File: src/rtl/spi_flag_pkg.sv
// Shared constants and types for the SPI status flag logic
package spi_flag_pkg;

	// ****************************************
	// Register map
	// ****************************************
	localparam logic [7:0] ADDR_CONFIG_ONE = 8'hE8;
	localparam logic [7:0] ADDR_STATUS = 8'hEA;
	localparam logic [7:0] ADDR_TX_HOLD = 8'h9A;
	localparam logic [7:0] ADDR_RX_HOLD = 8'h9B;

	// ****************************************
	// Status and config fields
	// ****************************************
	localparam int BIT_BUSY = 7;
	localparam int BIT_MULTIMASTER_ERROR_FLAG = 6;
	localparam int BIT_OVERRUN = 5;
	localparam int BIT_READY = 4;
	localparam int BIT_FULL = 3;
	localparam int BIT_UNDERFLOW = 2;
	localparam int CFG_TRANSFER_IRQ_MODE = 0;
	localparam int CFG_OVERWRITE = 2;
	localparam int CFG_SS_IN_EN = 3;
	localparam logic [7:0] CONFIG_RESET = 8'h01;
	localparam logic [7:0] BYTE_ZERO = 8'h00;

	// ****************************************
	// Link and buffer sizes
	// ****************************************
	localparam int DATA_W = 8;
	localparam int TX_FIFO_DEPTH = 4;
	localparam logic [2:0] BIT_CNT_ZERO = 3'h0;
	localparam logic [2:0] BIT_CNT_ONE = 3'h1;
	localparam logic [2:0] BIT_CNT_LAST = 3'h7;

	typedef struct packed {
		logic wr;
		logic rd;
		logic [7:0] addr;
		logic [7:0] wdata;
	} sfr_req_s;

	typedef enum logic [1:0] {
		LINK_IDLE = 2'b01,
		LINK_SHIFT = 2'b10
	} link_state_e;

endpackage

File: src/rtl/spi_flag_logic.sv
// SPI status flags, receive holding register and transmit FIFO path
`timescale 1ns/1ps
`default_nettype none

// ****************************************
// Small valid/ready FIFO
// ****************************************
module spi_byte_fifo #(
	parameter int WIDTH = 8,
	parameter int DEPTH = 4
) (
	input wire logic clk, // System clock
	input wire logic rstn, // Async reset, low
	input wire logic in_valid, // Write strobe
	output logic in_ready, // Room for a word
	input wire logic [WIDTH-1:0] in_data, // Write data
	output logic out_valid, // Word available
	input wire logic out_ready, // Drain strobe
	output logic [WIDTH-1:0] out_data // Head word
);
	localparam int PW = $clog2(DEPTH);
	localparam logic [PW:0] COUNT_FULL = (PW+1)'(DEPTH);
	logic [WIDTH-1:0] mem [DEPTH];
	logic [PW-1:0] wr_ptr;
	logic [PW-1:0] rd_ptr;
	logic [PW:0] count;
	wire push = in_valid & in_ready;
	wire pop = out_valid & out_ready;

	assign in_ready = (count != COUNT_FULL);
	assign out_valid = (count != '0);
	assign out_data = mem[rd_ptr];

	always_ff @(posedge clk or negedge rstn)
	begin
		if (!rstn)
		begin
			wr_ptr <= '0;
			rd_ptr <= '0;
			count <= '0;
		end
		else
		begin
			wr_ptr <= push ? PW'(wr_ptr + 1'b1) : wr_ptr;
			rd_ptr <= pop ? PW'(rd_ptr + 1'b1) : rd_ptr;
			count <= (PW+1)'(count + push - pop);
		end
	end

	always_ff @(posedge clk)
	begin
		if (push)
			mem[wr_ptr] <= in_data;
	end
endmodule

// ****************************************
// Status flag block
// ****************************************
// Functional notes
// RULE_01 - Busy bit 7 is high while a slave or master transfer runs.
// RULE_02 - SS asserted by another master during our master transfer sets bit 6.
// RULE_03 - Multimaster error stays set until software writes 0 to it.
// RULE_04 - Byte completing while holding register unread sets overrun bit 5.
// RULE_05 - On overrun with overwrite enabled the new byte replaces holding data.
// RULE_06 - Reading the receive holding register clears the overrun flag.
// RULE_07 - Ready bit 4 sets on new holding data, clears when it is read.
// RULE_08 - With mode bit 0, interrupt rises when ready sets, if enabled.
// RULE_09 - With mode bit 0, unread holding register at byte end stops and drops SS.
// RULE_10 - Receive full bit 3 sets when receive buffer fills, clears on read.
// RULE_11 - Underflow bit 2 sets when transmit FIFO runs dry.
// RULE_12 - Software keeps the transfer mode bit at 1 for normal operation.
// RULE_13 - On overrun without overwrite the new byte is dropped.
module spi_status_flag_logic (
	input wire logic clk, // 250 MHz system clock
	input wire logic rstn, // Async reset, low
	input wire spi_flag_pkg::sfr_req_s sfr_req, // SFR access from core
	output logic [7:0] sfr_rdata, // Read data, one cycle later
	input wire logic sclk, // Link clock pin
	input wire logic ss_n, // Slave select pin
	input wire logic mosi, // Serial data in
	output logic miso, // Serial data out
	output logic miso_oe, // High while driving data out
	input wire logic master_active, // Master engine transferring
	output logic ss_out_n, // Master slave select drive
	input wire logic irq_enable, // SPI/I2C interrupt enable
	output logic irq, // Interrupt request
	output logic tx_holding_ready // Transmit FIFO has room
);
	// ****************************************
	// Pin synchronisers
	// ****************************************
	logic sclk_meta;
	logic sclk_s;
	logic sclk_d;
	logic ss_meta;
	logic ss_s;
	logic ss_d;
	logic mosi_meta;
	logic mosi_s;

	always_ff @(posedge clk or negedge rstn)
	begin
		if (!rstn)
		begin
			sclk_meta <= 1'b0;
			sclk_s <= 1'b0;
			sclk_d <= 1'b0;
			ss_meta <= 1'b1;
			ss_s <= 1'b1;
			ss_d <= 1'b1;
			mosi_meta <= 1'b0;
			mosi_s <= 1'b0;
		end
		else
		begin
			sclk_meta <= sclk;
			sclk_s <= sclk_meta;
			sclk_d <= sclk_s;
			ss_meta <= ss_n;
			ss_s <= ss_meta;
			ss_d <= ss_s;
			mosi_meta <= mosi;
			mosi_s <= mosi_meta;
		end
	end

	wire sclk_rise = sclk_s & ~sclk_d;
	wire sclk_fall = ~sclk_s & sclk_d;
	wire ss_fall = ~ss_s & ss_d;

	// ****************************************
	// Register decode
	// ****************************************
	logic [7:0] config_one;
	logic [7:0] rx_hold;
	logic multimaster_error_flag;
	logic overrun;
	logic ready;
	logic rx_full;
	logic underflow;
	logic busy;
	logic stop_latch;

	wire hit_cfg = sfr_req.addr == spi_flag_pkg::ADDR_CONFIG_ONE;
	wire hit_status = sfr_req.addr == spi_flag_pkg::ADDR_STATUS;
	wire hit_tx = sfr_req.addr == spi_flag_pkg::ADDR_TX_HOLD;
	wire hit_rx = sfr_req.addr == spi_flag_pkg::ADDR_RX_HOLD;
	wire cfg_wr = sfr_req.wr & hit_cfg;
	wire status_wr = sfr_req.wr & hit_status;
	wire tx_wr = sfr_req.wr & hit_tx;
	wire rx_read = sfr_req.rd & hit_rx;
	wire transfer_irq_mode = config_one[spi_flag_pkg::CFG_TRANSFER_IRQ_MODE];
	wire overwrite_en = config_one[spi_flag_pkg::CFG_OVERWRITE];
	wire ss_in_en = config_one[spi_flag_pkg::CFG_SS_IN_EN];

	wire [7:0] status_word = {busy, multimaster_error_flag, overrun, ready, rx_full,
		underflow, 2'b00};
	wire [7:0] read_mux =
		hit_status ? status_word :
		hit_rx ? rx_hold :
		hit_cfg ? config_one : spi_flag_pkg::BYTE_ZERO;

	// ****************************************
	// Slave link shifter
	// ****************************************
	spi_flag_pkg::link_state_e state;
	spi_flag_pkg::link_state_e next_state;
	logic [2:0] bit_cnt;
	logic [7:0] rx_shift;
	logic [7:0] tx_shift;
	logic fifo_valid;
	logic fifo_in_ready;
	logic [7:0] fifo_data;

	wire shifting = state == spi_flag_pkg::LINK_SHIFT;
	wire frame_start = ss_fall & ~master_active;
	wire byte_done = shifting & sclk_rise &
		(bit_cnt == spi_flag_pkg::BIT_CNT_LAST);
	// Reload at frame start and straight after each eighth sample
	wire tx_load = frame_start | byte_done;
	wire [7:0] tx_next_byte = fifo_valid ? fifo_data :
		spi_flag_pkg::BYTE_ZERO;
	wire [7:0] rx_byte = {rx_shift[6:0], mosi_s};

	always_comb
	begin
		next_state = state;
		case (state)
			spi_flag_pkg::LINK_IDLE:
				if (frame_start)
					next_state = spi_flag_pkg::LINK_SHIFT;
			spi_flag_pkg::LINK_SHIFT:
				if (ss_s)
					next_state = spi_flag_pkg::LINK_IDLE;
			default:
				next_state = spi_flag_pkg::LINK_IDLE;
		endcase
	end

	always_ff @(posedge clk or negedge rstn)
	begin
		if (!rstn)
		begin
			state <= spi_flag_pkg::LINK_IDLE;
			bit_cnt <= spi_flag_pkg::BIT_CNT_ZERO;
			rx_shift <= spi_flag_pkg::BYTE_ZERO;
		end
		else
		begin
			state <= next_state;
			if (frame_start)
				bit_cnt <= spi_flag_pkg::BIT_CNT_ZERO;
			else if (shifting & sclk_rise)
			begin
				bit_cnt <= 3'(bit_cnt + spi_flag_pkg::BIT_CNT_ONE);
				rx_shift <= rx_byte;
			end
		end
	end

	// Skip the fall right after a reload so bit 7 is not lost
	always_ff @(posedge clk or negedge rstn)
	begin
		if (!rstn)
			tx_shift <= spi_flag_pkg::BYTE_ZERO;
		else if (tx_load)
			tx_shift <= tx_next_byte;
		else if (shifting & sclk_fall & (bit_cnt != spi_flag_pkg::BIT_CNT_ZERO))
			tx_shift <= {tx_shift[6:0], 1'b0};
	end

	// ****************************************
	// Transmit FIFO
	// ****************************************
	// Drain side stalls until the shifter asks for its next byte
	spi_byte_fifo #(
		.WIDTH(spi_flag_pkg::DATA_W),
		.DEPTH(spi_flag_pkg::TX_FIFO_DEPTH)
	) tx_fifo (
		.clk(clk),
		.rstn(rstn),
		.in_valid(tx_wr),
		.in_ready(fifo_in_ready),
		.in_data(sfr_req.wdata),
		.out_valid(fifo_valid),
		.out_ready(tx_load),
		.out_data(fifo_data)
	);

	// ****************************************
	// Flag events
	// ****************************************
	// A read in the same cycle as a byte end counts as in time
	wire overrun_event = byte_done & ready & ~rx_read; // see RULE_04
	wire load_hold = byte_done & (~overrun_event | overwrite_en); // see RULE_05
	wire multimaster_error_flag_set = ss_in_en & master_active & ~ss_s; // see RULE_02
	wire multimaster_error_flag_clr = status_wr & ~sfr_req.wdata[spi_flag_pkg::BIT_MULTIMASTER_ERROR_FLAG];
	wire uf_set = tx_load & ~fifo_valid; // see RULE_11
	wire uf_clr = tx_wr |
		(status_wr & ~sfr_req.wdata[spi_flag_pkg::BIT_UNDERFLOW]);
	wire stop_set = ~transfer_irq_mode & overrun_event & master_active; // see RULE_09

	always_ff @(posedge clk or negedge rstn)
	begin
		if (!rstn)
			rx_hold <= spi_flag_pkg::BYTE_ZERO;
		else if (load_hold)
			rx_hold <= rx_byte; // see RULE_13
	end

	always_ff @(posedge clk or negedge rstn)
	begin
		if (!rstn)
		begin
			ready <= 1'b0;
			overrun <= 1'b0;
			rx_full <= 1'b0;
		end
		else
		begin
			ready <= load_hold | (ready & ~rx_read); // see RULE_07
			overrun <= overrun_event | (overrun & ~rx_read); // see RULE_06
			rx_full <= overrun_event | (rx_full & ~rx_read); // see RULE_10
		end
	end

	always_ff @(posedge clk or negedge rstn)
	begin
		if (!rstn)
		begin
			multimaster_error_flag <= 1'b0;
			underflow <= 1'b0;
			busy <= 1'b0;
		end
		else
		begin
			multimaster_error_flag <= multimaster_error_flag_set | (multimaster_error_flag & ~multimaster_error_flag_clr); // see RULE_03
			underflow <= uf_set | (underflow & ~uf_clr);
			busy <= master_active | (next_state == spi_flag_pkg::LINK_SHIFT); // see RULE_01
		end
	end

	// ****************************************
	// Configuration and SFR read port
	// ****************************************
	always_ff @(posedge clk or negedge rstn)
	begin
		if (!rstn)
			config_one <= spi_flag_pkg::CONFIG_RESET; // see RULE_12
		else if (cfg_wr)
			config_one <= sfr_req.wdata;
	end

	always_ff @(posedge clk or negedge rstn)
	begin
		if (!rstn)
			sfr_rdata <= spi_flag_pkg::BYTE_ZERO;
		else if (sfr_req.rd)
			sfr_rdata <= read_mux;
	end

	// ****************************************
	// Pin and interrupt outputs
	// ****************************************
	// Stop holds until the master engine ends its transfer
	always_ff @(posedge clk or negedge rstn)
	begin
		if (!rstn)
		begin
			stop_latch <= 1'b0;
			ss_out_n <= 1'b1;
		end
		else
		begin
			stop_latch <= master_active & (stop_latch | stop_set);
			ss_out_n <= ~(master_active & ~stop_latch & ~stop_set); // see RULE_09
		end
	end

	always_ff @(posedge clk or negedge rstn)
	begin
		if (!rstn)
		begin
			miso <= 1'b0;
			miso_oe <= 1'b0;
			irq <= 1'b0;
			tx_holding_ready <= 1'b0;
		end
		else
		begin
			miso <= tx_shift[7];
			miso_oe <= shifting & ~ss_s & ~master_active;
			irq <= irq_enable & ~transfer_irq_mode & ready; // see RULE_08
			tx_holding_ready <= fifo_in_ready;
		end
	end
endmodule

`default_nettype wire

File: config.mk
export PLATFORM = sky130hd
export DESIGN_NAME = spi_status_flag_logic
export DESIGN_NICKNAME = d
export VERILOG_FILES = /design/src/rtl/spi_flag_pkg.sv /design/src/rtl/spi_flag_logic.sv
export SDC_FILE = /design/constraint.sdc
export NUM_CORES = 1
export LEC_CHECK = 0
export BUFFER_PORTS_ARGS = -buffer_cell sky130_fd_sc_hd__buf_2
export CAP_MARGIN = 40
export CORE_MARGIN = 1.5
export CORE_UTILIZATION = 59
export DETAILED_ROUTE_END_ITERATION = 8
export PLACE_DENSITY_LB_ADDON = 0.05
export SLEW_MARGIN = 20
export SYNTH_ARGS = -nofsm -noshare
export SYNTH_HDL_FRONTEND = slang
export SYNTH_SLANG_ARGS = --single-unit
File: constraint.sdc
create_clock -name clk -period 2.8 [get_ports clk]
set_input_delay 0.56 -clock clk [delete_from_list [all_inputs] [get_ports clk]]
set_output_delay 0.56 -clock clk [all_outputs]
set_load 0.005 [all_outputs]
# After elaboration in Yosys (flattened, before gate mapping)
# Memories as Yosys holds them, arrays and structs flattened.
# Cells that the tools add are included.
[op_classes]
n_addsub = 5
eq_ne = 9
n_mux = 13
bitwise = 62
n_reduce_logical = 5
[op_table]
columns = ["operator", "n"]
rows = [
  ["8-bit two-way mux", 6],
  ["1-bit AND", 36],
  ["8-bit equality test, second input constant", 4],
  ["1-bit NOT", 16],
  ["1-bit bitwise OR", 10],
  ["3-bit two-way mux", 2],
  ["3-bit nonzero test", 2],
  ["2-bit by 1-bit adder with 2-bit output, second input constant", 2],
  ["2-bit equality test, second input constant", 2],
  ["2-bit two-way mux", 2],
  ["2-bit case mux with 2 select lines", 1],
  ["2-bit nonzero test", 2],
  ["3-bit by 1-bit adder with 3-bit output", 1],
  ["3-bit by 1-bit adder with 3-bit output, second input constant", 1],
  ["3-bit equality test, second input constant", 1],
  ["3-bit inequality test, second input constant", 1],
  ["3-bit by 1-bit subtractor with 3-bit output", 1],
  ["2-bit by 1-bit equality test with 1-bit output, second input constant", 1],
  ["1-bit two-way mux", 2],
  ["2-bit AND reduction", 1],
]
[word_totals]
regBits = 71
ramBits = 32
out_inout_bits = 13
elab_cells = 125
memories = 1
[mem_list]
columns = ["name", "words", "word_bits", "rd", "rd_clocked_by_memory_dff", "wr", "line", "rtl"]
rows = [
  ["tx_fifo.mem", 4, 8, 1, 0, 1, "spi_flag_logic.sv:23", "logic [WIDTH-1:0] mem [DEPTH];"],
]

# Logic depth before layout (Yosys ltp)
[depth]
ltp_word = 11
mapped_depth = 12
depth_no_buf = 11

# Cells and area by module
# Synthesis repeated with hierarchy kept, for this count alone.
[hier_totals]
cells_unflattened = 301
area_unflattened_um2 = 4381.7
[modules_own_cells]
columns = ["mod", "n_inst", "cells_each", "area_each_um2", "seq_area_each_um2"]
rows = [
  ["spi_status_flag_logic", 1, 218, 2752.6, 1609.0],
  ["spi_byte_fifo", 1, 83, 1629.1, 1136.1],
]

# Worst setup path before layout
# OpenSTA, ideal clock, no wires.
[synth_timing]
path_type = "input port to flip-flop"
from = "input master_active"
to = "register tx_fifo.count[2]"
setup_ps = 125
t_arrival_ps = 2470
path_slack_ps = 205
cell_stages = 10
path_buffers = 1
path_cell_list = "or3b_2 -> a21oi_1 -> buf_2 -> ha_1 -> inv_1 -> ha_1 -> inv_1 -> fa_1 -> xnor2_1 -> xnor2_1"
[synth_between]
elab_chain_len = 5
[synth_rtl]
columns = ["element", "line", "rtl"]
rows = [
  ["from (decl)", "spi_flag_logic.sv:84", "input wire logic master_active,"],
  ["1-bit NOT", "spi_flag_logic.sv:177", "wire frame_start = ss_fall & ~master_active;"],
  ["1-bit AND", "spi_flag_logic.sv:177", ""],
  ["1-bit bitwise OR", "spi_flag_logic.sv:181", "wire tx_load = frame_start | byte_done;"],
  ["1-bit AND", "spi_flag_logic.sv:28", "wire pop = out_valid & out_ready;"],
  ["named net tx_fifo.pop", "spi_flag_logic.sv:28", ""],
  ["3-bit by 1-bit subtractor with 3-bit output", "spi_flag_logic.sv:46", "count <= (PW+1)'(count + push - pop);"],
  ["to (signal assigned)", "spi_flag_logic.sv:46", ""],
  ["to (decl)", "spi_flag_logic.sv:26", "logic [PW:0] count;"],
]
# The timed path passes the listed nets, and every way through them passes these cells.
# A chain may end at the register's enable or synchronous reset.

# Worst setup path after layout
[layout_timing]
from = "register ss_d"
to = "register tx_fifo.count[2]"
[layout_between]
elab_chain_len = 5
[layout_rtl]
columns = ["element", "line", "rtl"]
rows = [
  ["from (decl)", "spi_flag_logic.sv:98", "logic ss_d;"],
  ["from (signal assigned)", "spi_flag_logic.sv:122", "ss_d <= ss_s;"],
  ["1-bit AND", "spi_flag_logic.sv:130", "wire ss_fall = ~ss_s & ss_d;"],
  ["1-bit AND", "spi_flag_logic.sv:177", ""],
  ["1-bit bitwise OR", "spi_flag_logic.sv:181", ""],
  ["1-bit AND", "spi_flag_logic.sv:28", ""],
  ["3-bit by 1-bit subtractor with 3-bit output", "spi_flag_logic.sv:46", ""],
]
# No other way between the ends.

==> results.toml <==
[cts]
cts_tree = "yes"
clock-sinks = 103
cts_htree_levels = 3
cts_buffers = 9
clk_path_buf_depth = 2
cts.repair.resized = 0
clkTransAtPathRegs_ns = 0.10
cts_root_buf = "clkbuf_8"
cts_hold_buf = 0
postCtsSetupBuffers = 0
clock_latency_ns = 0.37

[grt]
grtUsageMet1 = 0.3018
grt_pass1_wl_mm = 12.21
grt_use_met3 = 0.05749
grt_overflow = 0
grtUsageTotal = 0.2201
grt_pass1_vias = 2461
antenna_found_initial = 0
met2_usage = 0.3490
grt_busiest_layer = "met2"
grt_max_degree = 46

[min_path]
min_path_type = "in2async"

[power]
swShare = 0.2787
power_switching_w = 0.0009001
ir_drop_uv = 529.7
power_density_nw_per_um2 = 679.5
pwr-share-comb = 0.160
intPower_w = 0.002330
cellLeakagePower_nw = 2.073
clkPwrFrac = 0.262
p_seq_frac = 0.579

[die]
start_util = 0.6151
core_area_sq_um = 6869
dieHeight_um = 87.63
die_w_um = 87.63
num_rows = 30
pin_count = 38
die_area_sq_um = 7678

[drt]
wl_per_cell_um = 16.65
wirelength_mm = 7.360
drtPass1Iterations = 4
vias_per_cell = 5.620
final_antenna_net_count = 0
via_count = 2484
drc = 0
drt-initial-drc-count = 131

[logic_synthesis]
syn_area_per_cell_sq_um = 14.47
synthArstFlopShare = 0.6893
synth_edf_count = 32
syn_nets = 329
ys_ff_latch = 103
yosysTopAreaCell = "dfrtp_1"
synth_cell_types = 46
synth.area.top_cells = "dfrtp_1 (38%), edfxtp_1 (23%), mux2_2 (5.9%)"
synth_warnings = 0
syn_inst = 292
syn_area_sq_um = 4225
yosysTopAreaCellShare = 0.3850
seq_area_frac_synth = 0.6497
ys.flop_type = "dfrtp_1"

[placement]
dpl_cell_area_sq_um = 4574
gp_congestion = 0.8184
dp_hpwl_mm = 5.295
port_buffers = 37

[sta]
slew_headroom = 0.5728
hold_violations = 0
fin_setup_tns_ns = 0
tightest_slew_ns = 0.6373
fmax_mhz = 410.5
grt_setup_unrepaired = "false"
post-route-period-util = 0.8700
setup_viol = 0
skew_ns = 0.007587
finalMaxSlewViolations = 0
layout_min_cycle_time_ns = 2.436

[setup_path]
path_class = "reg2reg"
critical_path_peak_fanout = 3
worstPathArrival_ns = 2.73
critPathSlowestCell = "dfstp_2"
r2r-end = "tx_fifo.count[2]$_DFF_PN0_"
start_kind = "register"
r2r_start = "ss_d$_DFF_PN1_"
cp_num_buf_inv = 2
crit_family = "adder cells"
slowest_delay_ns = 0.53
r2r_cells = 9
end_kind = "register"
crit_chain = "or3b_2 > a21oi_1 > ha_1 > inv_1 > ha_1 > inv_1 > fa_1 > xnor2_1 > xnor2_1"
startpoint = "ss_d$_DFF_PN1_"
r2r_slack_ns = 0.36
critPathRequiredTime_ns = 3.09

[layout]
n_antenna_cell = 0
drive_gt1_frac = 0.3035
fillers = 492
area_growth_pct = 12.50
fin_area_sq_um = 4753
fin_nets = 378

[job]
cap_violations = 0

[status]
status = "finished, final reports clean"
-- Yosys cell counts, types with 8 or more instances --
library cell	n
nor2_1	26
mux2_2	22
a22oi_1	9
inv_1	15
ha_1	11
a21oi_1	13
nand2_1	13
edfxtp_1	32
mux4_2	8
dfrtp_1	65
-- per-stage QoR --
stage	util	setup WS, ns	instances	hold WS (ns)	power, W
finish	0.6920	0.3641	442	0.1952	0.003230
global route	0.6920	0.1669	442	0.2410	0.003410
CTS	0.6920	0.3472	442	0.2069	0.003261
detailed placement	0.6659	0.1554	426	0.3418	0.002418
global placement	0.6659	0.1799	426	0.3375	0.002403
floorplan	-	0.2048	292	0.2644	0.002240
-- sequential cells by signal, summed over array words and instances, names as in the netlist, 2 cells and up --
signal / cells
rx_hold: 8
bit_cnt: 3
tx_fifo.mem: 32
tx_shift: 8
tx_fifo.count: 3
tx_fifo.rd_ptr: 2
sfr_rdata: 8
tx_fifo.wr_ptr: 2
rx_shift: 7
state: 2
config_one: 8
-- cells in the final DEF, fill, tap and decap left out, types with 3 or more instances in the layout --
cell      Yosys  final
a22oi_1       9      9
o21ai_0       6      6
ha_1         11     11
clkbuf_8      0      9
a221oi_1      6      6
inv_1        15     15
dfrtp_1      65     65
nand2_1      13     13
nor2_1       26     26
mux2_2       22     22
a21oi_1      13     13
buf_2         2     37
xnor2_1       5      5
mux2i_1       3      3
a211oi_1      6      6
buf_4         0      7
nor2b_1       4      4
inv_6         0      3
dfstp_2       6      6
and2_1        4      4
edfxtp_1     32     32
mux4_2        8      8
-- power groups by stage --
stage | combinational, W | sequential, W | clock [W]
2_1_floorplan | 0.000427 | 0.00181 | 0
3_3_place_gp | 0.000500 | 0.00190 | 0
3_5_place_dp | 0.000518 | 0.00190 | 0
4_1_cts | 0.000519 | 0.00187 | 0.000868
5_1_grt | 0.000586 | 0.00190 | 0.000929
6_report | 0.000515 | 0.00187 | 0.000846
-- routing by layer --
| layer | vias up | routed length [um] |
|---|---|---|
| met5 | - | 0 |
| met4 | 0 | 101 |
| met3 | 9 | 329 |
| met2 | 58 | 3608 |
| met1 | 1251 | 3321 |
| li1 | 1166 | - |
-- final cells by class --
| type | count | area, sq um | area share |
|---|---|---|---|
| Clock buffer | 9 | 123.9 | 0.02606 |
| Sequential cell | 103 | 2745 | 0.5775 |
| Inverter | 15 | 56.30 | 0.01185 |
| Clock inverter | 7 | 55.05 | 0.01158 |
| Tap cell | 96 | 120.1 | 0.02527 |
| Timing Repair Buffer | 45 | 257.7 | 0.05422 |
| Multi-Input combinational cell | 167 | 1395 | 0.2935 |
-- how the worst max path moves through the flow --
stage / slack, ns / to / cells after the start
after floorplan: 0.20 / tx_fifo.count[2]$_DFF_PN0_ / 10
after global placement: 0.18 / tx_fifo.count[2]$_DFF_PN0_ / 10
after detailed placement: 0.16 / tx_fifo.count[2]$_DFF_PN0_ / 10
after CTS: 0.35 / tx_fifo.count[2]$_DFF_PN0_ / 9
after global routing: 0.17 / tx_fifo.count[2]$_DFF_PN0_ / 9
final: 0.36 / tx_fifo.count[2]$_DFF_PN0_ / 9
-- kinds of logic after synthesis --
group                      after synthesis  share of synthesized area
adders and majority gates               12                    0.03731
DFF                                    103                     0.6497
muxes                                   34                     0.1110
xor gates and xnor gates                 6                    0.01244
and+or+nand+nor                         66                    0.08765
buffers and inverters                   22                    0.02013
AOI/OAI and AO/OA                       49                    0.08173
No activity file was read; power rests on OpenSTA's default activity.
